--- src/seq_pkg.sv ---
// package: constants and types for the line transmit sequencer
package seq_pkg;

  // ----------------------------------------------------------------
  // register map (byte offsets)
  // ----------------------------------------------------------------
  localparam logic [7:0] CTRL_OFF   = 8'h00;
  localparam logic [7:0] STATUS_OFF = 8'h04;

  // ----------------------------------------------------------------
  // control fields
  // ----------------------------------------------------------------
  localparam int CTRL_START_BIT = 0;
  localparam int CTRL_ASTER_BIT = 1;
  localparam int CTRL_BREAK_BIT = 2;

  // ----------------------------------------------------------------
  // timing and characters
  // ----------------------------------------------------------------
  localparam int BREAK_MS = 300;
  localparam int PAUSE_MS = 200;
  localparam int BREAK_CYCLES = 3;
  localparam int PAUSE_CYCLES = 2;
  localparam logic [7:0] EOT_CHAR   = 8'h84; // bits 3 and 8 marking
  localparam logic [7:0] START_CHAR = 8'h90; // bits 5 and 8 marking
  localparam logic [7:0] ASTER_CHAR = 8'hAA; // bits 2,4,6,8
  localparam logic [7:0] ACK_CHAR   = 8'hFC; // bits 3..8
  localparam logic [1:0] RESP_OKAY   = 2'h0;
  localparam logic [1:0] RESP_SLVERR = 2'h2;

  typedef enum logic [2:0] {
    IDLE  = 3'h0,
    NORM  = 3'h1,
    BREAK = 3'h3,
    EOT   = 3'h2
  } mode_t;

  // counter halves: first and second half for each stage
  typedef struct packed {
    logic stage_three_second_half;
    logic c;
    logic stage_two_second_half;
    logic b;
    logic stage_one_second_half;
    logic a;
  } halves_t;

  // line outputs
  typedef struct packed {
    logic       start_drive;
    logic       line_open;
    logic       line_shunt;
    logic [7:0] char_bits;
  } line_t;

endpackage : seq_pkg

--- src/line_transmit_sequencer.sv ---
// line transmit sequencer: three-stage counter paced by distributor timing contact
//
// Chosen here: the AXI4-Lite register port and the register addresses.
`timescale 1ns/100ps
`default_nettype none

// Function
// - three stages, two halves, set by contact
// - no request: halves clear, drive off
// - start request and stepper still: drive on
// - first close sets stage-one first, drive off
// - first open sets stage-one second half
// - stage-one held during variable phase
// - second close sets stage-two first, drive off
// - second open ends phase, clears counter
// - asterisk response uses same counter sequence
// - break request drives, steps three stages
// - third close sets stage-three first, drive off
// - third open: eot phase, clear, drop break
// - line held open three cycles, 300 ms
// - break dropped in eot phase: drive on
// - line idle until stage-two second sets
// - eot character sent in stage-three cycle
// - stage-three second ends eot, clears halves
// - eot character bits 3 and 8 marking
// - first start character bits 5,8 marking
module line_transmit_sequencer (
  input  wire logic          sys_clk,
  input  wire logic          rst,
  input  wire logic [7:0]    s_axi_awaddr,
  input  wire logic          s_axi_awvalid,
  output logic               s_axi_awready,
  input  wire logic [31:0]   s_axi_wdata,
  input  wire logic [3:0]    s_axi_wstrb,
  input  wire logic          s_axi_wvalid,
  output logic               s_axi_wready,
  output logic [1:0]         s_axi_bresp,
  output logic               s_axi_bvalid,
  input  wire logic          s_axi_bready,
  input  wire logic [7:0]    s_axi_araddr,
  input  wire logic          s_axi_arvalid,
  output logic               s_axi_arready,
  output logic [31:0]        s_axi_rdata,
  output logic [1:0]         s_axi_rresp,
  output logic               s_axi_rvalid,
  input  wire logic          s_axi_rready,
  input  wire logic          stepper_moving,
  input  wire logic          timing_contact,
  output seq_pkg::line_t     line_q
);

  // ----------------------------------------------------------------
  // state
  // ----------------------------------------------------------------
  seq_pkg::halves_t h_q;
  seq_pkg::mode_t   mode_q;
  logic             contact_q;
  logic             start_code_request;
  logic             asterisk_response_phase;
  logic             line_break_request;
  logic             variable_q;     // second character phase
  logic             aster_q;        // current run is the response
  logic             pending_start_q;
  logic             pending_aster_q;
  logic             pending_break_q;
  logic             close_ev;
  logic             open_ev;
  logic             counter_clear;

  assign close_ev = timing_contact & ~contact_q;
  assign open_ev  = ~timing_contact & contact_q;
  assign counter_clear = (h_q == '0);
  assign start_code_request      = pending_start_q;
  assign asterisk_response_phase = pending_aster_q;
  assign line_break_request      = pending_break_q;

  // ----------------------------------------------------------------
  // axi4-lite slave
  // ----------------------------------------------------------------
  logic aw_seen_q, w_seen_q;
  logic [7:0] awaddr_q;
  logic [31:0] wdata_q;
  logic        wr_fire;

  assign wr_fire = aw_seen_q & w_seen_q & ~s_axi_bvalid;

  // address and data taken in either order, response after both
  always_ff @(posedge sys_clk or posedge rst) begin
    if (rst) begin
      aw_seen_q     <= 1'b0;
      w_seen_q      <= 1'b0;
      awaddr_q      <= 8'h00;
      wdata_q       <= 32'h0000_0000;
      s_axi_awready <= 1'b0;
      s_axi_wready  <= 1'b0;
      s_axi_bvalid  <= 1'b0;
      s_axi_bresp   <= seq_pkg::RESP_OKAY;
    end else begin
      s_axi_awready <= ~aw_seen_q & ~s_axi_awready & ~s_axi_bvalid;
      s_axi_wready  <= ~w_seen_q & ~s_axi_wready & ~s_axi_bvalid;
      if (s_axi_awvalid & s_axi_awready) begin
        aw_seen_q <= 1'b1;
        awaddr_q  <= s_axi_awaddr;
        s_axi_awready <= 1'b0;
      end
      if (s_axi_wvalid & s_axi_wready) begin
        w_seen_q <= 1'b1;
        wdata_q  <= s_axi_wstrb[0] ? s_axi_wdata : 32'h0000_0000;
        s_axi_wready <= 1'b0;
      end
      if (wr_fire) begin
        aw_seen_q    <= 1'b0;
        w_seen_q     <= 1'b0;
        s_axi_bvalid <= 1'b1;
        s_axi_bresp  <= (awaddr_q == seq_pkg::CTRL_OFF || awaddr_q == seq_pkg::STATUS_OFF)
                        ? seq_pkg::RESP_OKAY : seq_pkg::RESP_SLVERR;
      end else if (s_axi_bvalid & s_axi_bready) begin
        s_axi_bvalid <= 1'b0;
      end
    end
  end

  logic ctrl_wr;
  assign ctrl_wr = wr_fire & (awaddr_q == seq_pkg::CTRL_OFF);

  // read channel: status shows counter halves, mode and variable phase; control shows pending requests
  always_ff @(posedge sys_clk or posedge rst) begin
    if (rst) begin
      s_axi_arready <= 1'b0;
      s_axi_rvalid  <= 1'b0;
      s_axi_rdata   <= 32'h0000_0000;
      s_axi_rresp   <= seq_pkg::RESP_OKAY;
    end else begin
      s_axi_arready <= ~s_axi_arready & ~s_axi_rvalid;
      if (s_axi_arvalid & s_axi_arready) begin
        s_axi_arready <= 1'b0;
        s_axi_rvalid  <= 1'b1;
        s_axi_rresp   <= seq_pkg::RESP_OKAY;
        case (s_axi_araddr)
          seq_pkg::CTRL_OFF:
            s_axi_rdata <= {29'h0, pending_break_q, pending_aster_q, pending_start_q};
          seq_pkg::STATUS_OFF:
            s_axi_rdata <= {22'h0, variable_q, mode_q, h_q};
          default: begin
            s_axi_rdata <= 32'h0000_0000;
            s_axi_rresp <= seq_pkg::RESP_SLVERR;
          end
        endcase
      end else if (s_axi_rvalid & s_axi_rready) begin
        s_axi_rvalid <= 1'b0;
      end
    end
  end

  // ----------------------------------------------------------------
  // requests
  // ----------------------------------------------------------------
  logic accept;
  assign accept = ctrl_wr & (mode_q == seq_pkg::IDLE) & counter_clear
                  & ~pending_start_q & ~pending_aster_q & ~pending_break_q;

  // request latches; clear from the sequence wins only when no new request
  always_ff @(posedge sys_clk or posedge rst) begin
    if (rst) begin
      pending_start_q <= 1'b0;
      pending_aster_q <= 1'b0;
      pending_break_q <= 1'b0;
    end else begin
      if (mode_q == seq_pkg::NORM && open_ev && !h_q.stage_one_second_half)
        {pending_start_q, pending_aster_q} <= 2'b00;
      if (mode_q == seq_pkg::EOT && !h_q.stage_three_second_half && pending_break_q)
        pending_break_q <= 1'b0;
      if (accept) begin
        if (wdata_q[seq_pkg::CTRL_BREAK_BIT])
          pending_break_q <= 1'b1;
        else if (wdata_q[seq_pkg::CTRL_ASTER_BIT])
          pending_aster_q <= 1'b1;
        else if (wdata_q[seq_pkg::CTRL_START_BIT])
          pending_start_q <= 1'b1;
      end
    end
  end

  // ----------------------------------------------------------------
  // counter and mode
  // ----------------------------------------------------------------
  // contact level one clock late, so edges show as one-cycle events
  always_ff @(posedge sys_clk or posedge rst) begin
    if (rst) contact_q <= 1'b0;
    else contact_q <= timing_contact;
  end

  always_ff @(posedge sys_clk or posedge rst) begin
    if (rst) begin
      h_q        <= '0;
      mode_q     <= seq_pkg::IDLE;
      variable_q <= 1'b0;
      aster_q    <= 1'b0;
    end else begin
      case (mode_q)
        seq_pkg::IDLE: begin
          h_q <= '0;
          variable_q <= 1'b0;
          if (line_break_request) mode_q <= seq_pkg::BREAK;
          else if ((start_code_request | asterisk_response_phase) & ~stepper_moving) begin
            mode_q  <= seq_pkg::NORM;
            aster_q <= asterisk_response_phase;
          end
        end
        // start code and response share this path
        seq_pkg::NORM: begin
          if (close_ev && !h_q.stage_one_second_half) h_q.a <= 1'b1;
          else if (close_ev && h_q.stage_one_second_half) h_q.b <= 1'b1;
          // stage one held in variable phase
          if (open_ev && h_q.a && !h_q.stage_one_second_half) begin
            h_q.stage_one_second_half <= 1'b1;
            variable_q <= 1'b1;
          end
          if (open_ev && h_q.b) begin
            h_q        <= '0;
            variable_q <= 1'b0;
            mode_q     <= seq_pkg::IDLE;
          end
        end
        seq_pkg::BREAK, seq_pkg::EOT: begin
          if (close_ev) begin
            if (!h_q.stage_one_second_half) h_q.a <= 1'b1;
            else if (!h_q.stage_two_second_half) h_q.b <= 1'b1;
            else h_q.c <= 1'b1;
          end
          if (open_ev) begin
            if (h_q.a && !h_q.stage_one_second_half) h_q.stage_one_second_half <= 1'b1;
            else if (h_q.b && !h_q.stage_two_second_half) h_q.stage_two_second_half <= 1'b1;
            else if (h_q.c) h_q.stage_three_second_half <= 1'b1;
          end
          if (h_q.stage_three_second_half) begin
            h_q <= '0;
            mode_q <= (mode_q == seq_pkg::BREAK) ? seq_pkg::EOT : seq_pkg::IDLE;
          end
        end
        default: begin
          h_q    <= '0;
          mode_q <= seq_pkg::IDLE;
        end
      endcase
    end
  end

  // ----------------------------------------------------------------
  // line outputs
  // ----------------------------------------------------------------
  logic drive_d;
  logic [7:0] char_d;

  // drive on whenever the counter awaits the next contact close, except in eot phase until break is dropped
  always_comb begin
    drive_d = 1'b0;
    char_d  = 8'h00;
    case (mode_q)
      seq_pkg::NORM: begin
        // drive for first and variable cycles
        drive_d = (!h_q.a & !contact_q) | (h_q.stage_one_second_half & !h_q.b & !contact_q);
        if (!h_q.stage_one_second_half)
          char_d = aster_q ? seq_pkg::ASTER_CHAR : seq_pkg::START_CHAR;
        else char_d = aster_q ? seq_pkg::ACK_CHAR : 8'h00;
      end
      seq_pkg::BREAK,
      seq_pkg::EOT: begin
        drive_d = !h_q.c & !contact_q & !(mode_q == seq_pkg::EOT && pending_break_q)
                  & !(h_q.a & !h_q.stage_one_second_half) & !(h_q.b & !h_q.stage_two_second_half);
        if (mode_q == seq_pkg::EOT && h_q.stage_two_second_half) char_d = seq_pkg::EOT_CHAR;
      end
      default: drive_d = 1'b0;
    endcase
  end

  always_ff @(posedge sys_clk or posedge rst) begin
    if (rst) begin
      line_q <= '0;
    end else begin
      line_q.start_drive <= drive_d;
      line_q.line_open   <= (mode_q == seq_pkg::BREAK);
      line_q.line_shunt  <= (mode_q == seq_pkg::EOT) & ~h_q.stage_two_second_half;
      line_q.char_bits   <= char_d;
    end
  end

  // ----------------------------------------------------------------
  // checks
  // ----------------------------------------------------------------
  property p_idle_clear;
    @(posedge sys_clk) disable iff (rst)
      (mode_q == seq_pkg::IDLE) |=> (h_q == '0) || (mode_q != seq_pkg::IDLE);
  endproperty
  a_idle_clear: assert property (p_idle_clear) else $error("idle counter not clear");

  property p_drive_off_close;
    @(posedge sys_clk) disable iff (rst)
      (mode_q == seq_pkg::NORM && close_ev) |=> ##1 !line_q.start_drive;
  endproperty
  a_drive_off_close: assert property (p_drive_off_close) else $error("drive on after close");

  property p_s1_set;
    @(posedge sys_clk) disable iff (rst)
      (mode_q == seq_pkg::NORM && open_ev && h_q.a && !h_q.stage_one_second_half)
      |=> h_q.stage_one_second_half && variable_q;
  endproperty
  a_s1_set: assert property (p_s1_set) else $error("stage-one second half missing");

  property p_s1_held;
    @(posedge sys_clk) disable iff (rst)
      (variable_q && h_q.stage_one_second_half && !open_ev) |=> h_q.stage_one_second_half && h_q.a;
  endproperty
  a_s1_held: assert property (p_s1_held) else $error("stage one dropped");

  property p_end_clear;
    @(posedge sys_clk) disable iff (rst)
      (mode_q == seq_pkg::NORM && open_ev && h_q.b) |=> h_q == '0 && mode_q == seq_pkg::IDLE;
  endproperty
  a_end_clear: assert property (p_end_clear) else $error("end not cleared");

  property p_break_open;
    @(posedge sys_clk) disable iff (rst)
      (mode_q == seq_pkg::BREAK) |=> line_q.line_open;
  endproperty
  a_break_open: assert property (p_break_open) else $error("line not open in break");

  property p_s3_clear;
    @(posedge sys_clk) disable iff (rst)
      h_q.stage_three_second_half |=> h_q == '0;
  endproperty
  a_s3_clear: assert property (p_s3_clear) else $error("stage three not cleared");

  property p_eot_char;
    @(posedge sys_clk) disable iff (rst)
      (mode_q == seq_pkg::EOT && h_q.stage_two_second_half)
      |=> line_q.char_bits == seq_pkg::EOT_CHAR;
  endproperty
  a_eot_char: assert property (p_eot_char) else $error("wrong eot character");

  property p_one_only;
    @(posedge sys_clk) disable iff (rst)
      (mode_q != seq_pkg::IDLE && ctrl_wr) |=> $stable(pending_break_q) || !pending_break_q;
  endproperty
  a_one_only: assert property (p_one_only) else $error("request taken while busy");

  c_start_done: cover property (@(posedge sys_clk) disable iff (rst)
    mode_q == seq_pkg::NORM ##[1:1000] mode_q == seq_pkg::IDLE);
  c_break_eot: cover property (@(posedge sys_clk) disable iff (rst)
    mode_q == seq_pkg::BREAK ##[1:1000] mode_q == seq_pkg::EOT);
  c_aster: cover property (@(posedge sys_clk) disable iff (rst) aster_q && h_q.b);

endmodule : line_transmit_sequencer

`default_nettype wire

--- config.mk ---
export PLATFORM = sky130hd
export DESIGN_NAME = line_transmit_sequencer
export DESIGN_NICKNAME = d
export VERILOG_FILES = /design/src/seq_pkg.sv /design/src/line_transmit_sequencer.sv
export SDC_FILE = /design/constraint.sdc
export NUM_CORES = 1
export LEC_CHECK = 0
export BUFFER_PORTS_ARGS = -buffer_cell sky130_fd_sc_hd__buf_2
export CORE_MARGIN = 10
export CORE_UTILIZATION = 46
export CTS_CLUSTER_DIAMETER = 40
export DETAILED_ROUTE_END_ITERATION = 7
export PLACE_DENSITY_LB_ADDON = 0.3
export SYNTH_ARGS = -nofsm -noshare
export SYNTH_HDL_FRONTEND = slang
export SYNTH_SLANG_ARGS = --single-unit
--- constraint.sdc ---
create_clock -name sys_clk -period 2.25 [get_ports sys_clk]
set_input_delay 0.5625 -clock sys_clk [delete_from_list [all_inputs] [get_ports sys_clk]]
set_output_delay 0.5625 -clock sys_clk [all_outputs]
set_load 0.05 [all_outputs]
==> flow_summary.yaml <==
global_route:
  grt_pass1_wl_um: 8190
  antenna_found_initial: 0
  grt_start_max_net_pins: 30
  track_usage: 0.117
  grt_pass1_vias: 1740
  overflow: 0
floorplanning:
  die_x_um: 91.2
  num_io_pins: 113
  die_h_um: 91.2
  row_count: 25
  die-area_um2: 8310
  initial_core_util: 0.484
  fp.coreArea_um2: 4820
pwr:
  clockPowerShare: 0.236
  powerDensity_nw_per_um2: 983
  p_sw_frac: 0.366
  switchingPower_uw: 976
  irDropWorstVdd_mv: 0.766
  leakage_nw: 1.42
  seq_power_share: 0.473
  power.internal_mw: 1.69
  power_frac_comb: 0.291
timing:
  setup_viol_count_final: 0
  clock_skew_ns: 0.00756
  hold_viol_final: 0
  fin_tns_setup_ns: 0
  rsz0062_at_grt: "false"
  period_minus_slack_ns: 1.82
  slew_violations: 0
  max_freq_mhz: 551
  period_share: 0.807
setup_path:
  worstRegToRegCells: 4
  cp_max_fo: 6
  cp.arrival_ns: 2.06
  r2r_slack_ns: 0.43
  worstPathRequired_ns: 2.49
  cp-start-kind: "flop"
  timing.rr.end: "pending_start_q$_DFF_PP0_"
  critPathKind: "reg2reg"
  reg2reg_from: "s_axi_bvalid$_DFFE_PP0P_"
  critPathCaptureType: "flop"
layout:
  synthToLayoutAreaGrowth_pct: 16.5
  layout_commonest_cell: "buf_2"
  final_cells: 344
  nNetsFinal: 340
  final_cell_mix: "buf_2 (54), dfrtp_1 (52), conb_1 (26), nand2_1 (21), nor2_1 (16)"
  drive_above_1_share: 0.278
  num_antenna_cells: 0
clock_network:
  cts.clk_slew.worst_paths_ns: 0.09
  cts_tree: "done"
  cts_resized: 0
  post_cts_buffers: 0
  cts_buffer_depth: 2
  root_buffer: "clkbuf_8"
  htreeDepth: 2
  hold_buffers: 0
  cts_buffers: 5
  clock_latency_ns: 0.31
  clock_sinks: 52
detailed_routing:
  via_per_inst: 4.65
  drc_errors: 0
  vias: 1600
  drtIter0Drc: 105
  ant_nets: 0
  wl_um: 4800
  wl_per_cell_um: 14.0
  first_pass_iters: 4
min_path:
  hp-class: "in2async"
placed_design:
  place.gp.congestion: 0.843
  place_inst: 336
  hpwlAfterDp_um: 3780
  portBuffers: 54
yosys:
  synthCells: 217
  yosys_warnings: 0
  ys_types: 36
  synth_seq_cells: 52
  synth_area_per_cell_um2: 10.7
  ys_seq_area_frac: 0.558
  syn_area_um2: 2330
status:
  outcome: "finished clean"
flow_run:
  cap_viol_max_count: 0
worst max path at each step:
stage                                       to  slack, ns                      from  cells past startpoint
finish               pending_start_q$_DFF_PP0_       0.43  s_axi_bvalid$_DFFE_PP0P_                      4
global route         pending_start_q$_DFF_PP0_       0.33  s_axi_bvalid$_DFFE_PP0P_                      4
CTS                  pending_start_q$_DFF_PP0_       0.43  s_axi_bvalid$_DFFE_PP0P_                      4
detailed placement  s_axi_rdata[6]$_DFFE_PP0P_       0.16           s_axi_araddr[1]                      5
global placement    s_axi_rdata[4]$_DFFE_PP0P_       0.19           s_axi_araddr[1]                      5
floorplan           s_axi_rdata[3]$_DFFE_PP0P_       0.33           s_axi_araddr[1]                      4
per-layer routing:
| metal | global-route usage | share of wire | vias up |
|---|---|---|---|
| met5 | 0 | 0 | - |
| met4 | 0.0392 | 0.014 | 0 |
| met3 | 0.0477 | 0.074 | 7 |
| met2 | 0.193 | 0.47 | 46 |
| met1 | 0.136 | 0.44 | 748 |
| li1 | - | - | 799 |
registers in the layout, summed over array words and instances (netlist names), named ones only:
name and cells:
s_axi_rresp 1, s_axi_bresp 1, wdata_q 3, w_seen_q 1, s_axi_arready 1, asterisk_response_phase 1
h_q 6, mode_q 1, contact_q 1, s_axi_rvalid 1, awaddr_q 8, pending_start_q 1
aster_q 1, s_axi_wready 1, aw_seen_q 1, line_break_request 1, line_q 9, s_axi_bvalid 1
variable_q 1, s_axi_awready 1, s_axi_rdata 9
cells in the mapped netlist:
library cell	count	area (um2)
a21boi_0	2	15.0
a21boi_1	1	7.51
a21o_1	1	7.51
a21oi_1	6	30.0
a22o_1	8	70.1
a31oi_1	3	18.8
a32o_1	1	10.0
and2_1	4	25.0
and3_1	1	6.26
buf_4	27	203
clkbuf_1	4	15.0
conb_1	1	3.75
dfrtp_1	52	1300
ha_1	3	37.5
inv_1	13	48.8
mux2_2	8	90.1
mux2i_1	3	30.0
nand2_1	21	78.8
nand2b_1	5	31.3
nand3_1	2	10.0
nand3b_1	1	7.51
nand4_1	1	6.26
nor2_1	16	60.1
nor2_8	1	20.0
nor2b_1	4	25.0
nor3_1	3	15.0
nor4_1	3	18.8
o2111ai_1	1	8.76
o21ai_0	9	45.0
o21ai_1	4	20.0
o21bai_1	1	7.51
o31ai_1	1	7.51
o41ai_1	1	8.76
or3_1	2	12.5
or4_1	2	15.0
or4b_4	1	13.8
final cells by class:
cell class,instances,area [um2]
multi-input cells,146,857
repair buffers,58,313
fillers,465,2100
well taps,67,83.8
inverters,13,48.8
clock buffers,5,68.8
clock inverters,3,42.5
flip-flops and latches,52,1300
critical path, cell delays in order (launching register included):
cell and delay, ns:
dfrtp_1 0.42, nand3b_1 0.28, or4_1 0.49, nor4_1 0.35, a32o_1 0.21
per-stage QoR:
stage / setup slack (ns) / power (mW) / util / hold WS [ns] / cell area (um2)
after floorplan: 0.328 / 1.90 / - / 0.413 / 2420
after CTS: 0.432 / 2.70 / 0.564 / 0.282 / 2720
after global routing: 0.328 / 2.83 / 0.564 / 0.300 / 2720
final: 0.434 / 2.67 / 0.564 / 0.271 / 2720
after detailed placement: 0.164 / 2.07 / 0.541 / 0.435 / 2600
after global placement: 0.187 / 2.05 / 0.541 / 0.430 / 2600
power by group through the flow:
| stage | clock network (mW) | logic, mW | registers (mW) |
|---|---|---|---|
| 6_report | 0.629 | 0.777 | 1.26 |
| 5_1_grt | 0.688 | 0.850 | 1.29 |
| 4_1_cts | 0.650 | 0.787 | 1.26 |
| 3_5_place_dp | 0 | 0.788 | 1.28 |
| 3_3_place_gp | 0 | 0.771 | 1.28 |
| 2_1_floorplan | 0 | 0.457 | 1.44 |
cells by family (layout without fill, tap and decap cells):
family,Yosys count,count (layout),share of synthesized area
buffers and inverters,44,79,0.114
flip-flops,52,52,0.558
other,1,26,0.00161
multiplexers,11,11,0.0515
AO/OA/AOI/OAI,39,39,0.110
AND/OR/NAND/NOR,67,67,0.148
adder cells (fa/ha/maj),3,3,0.0161
Power figures use the tool's default switching activity.
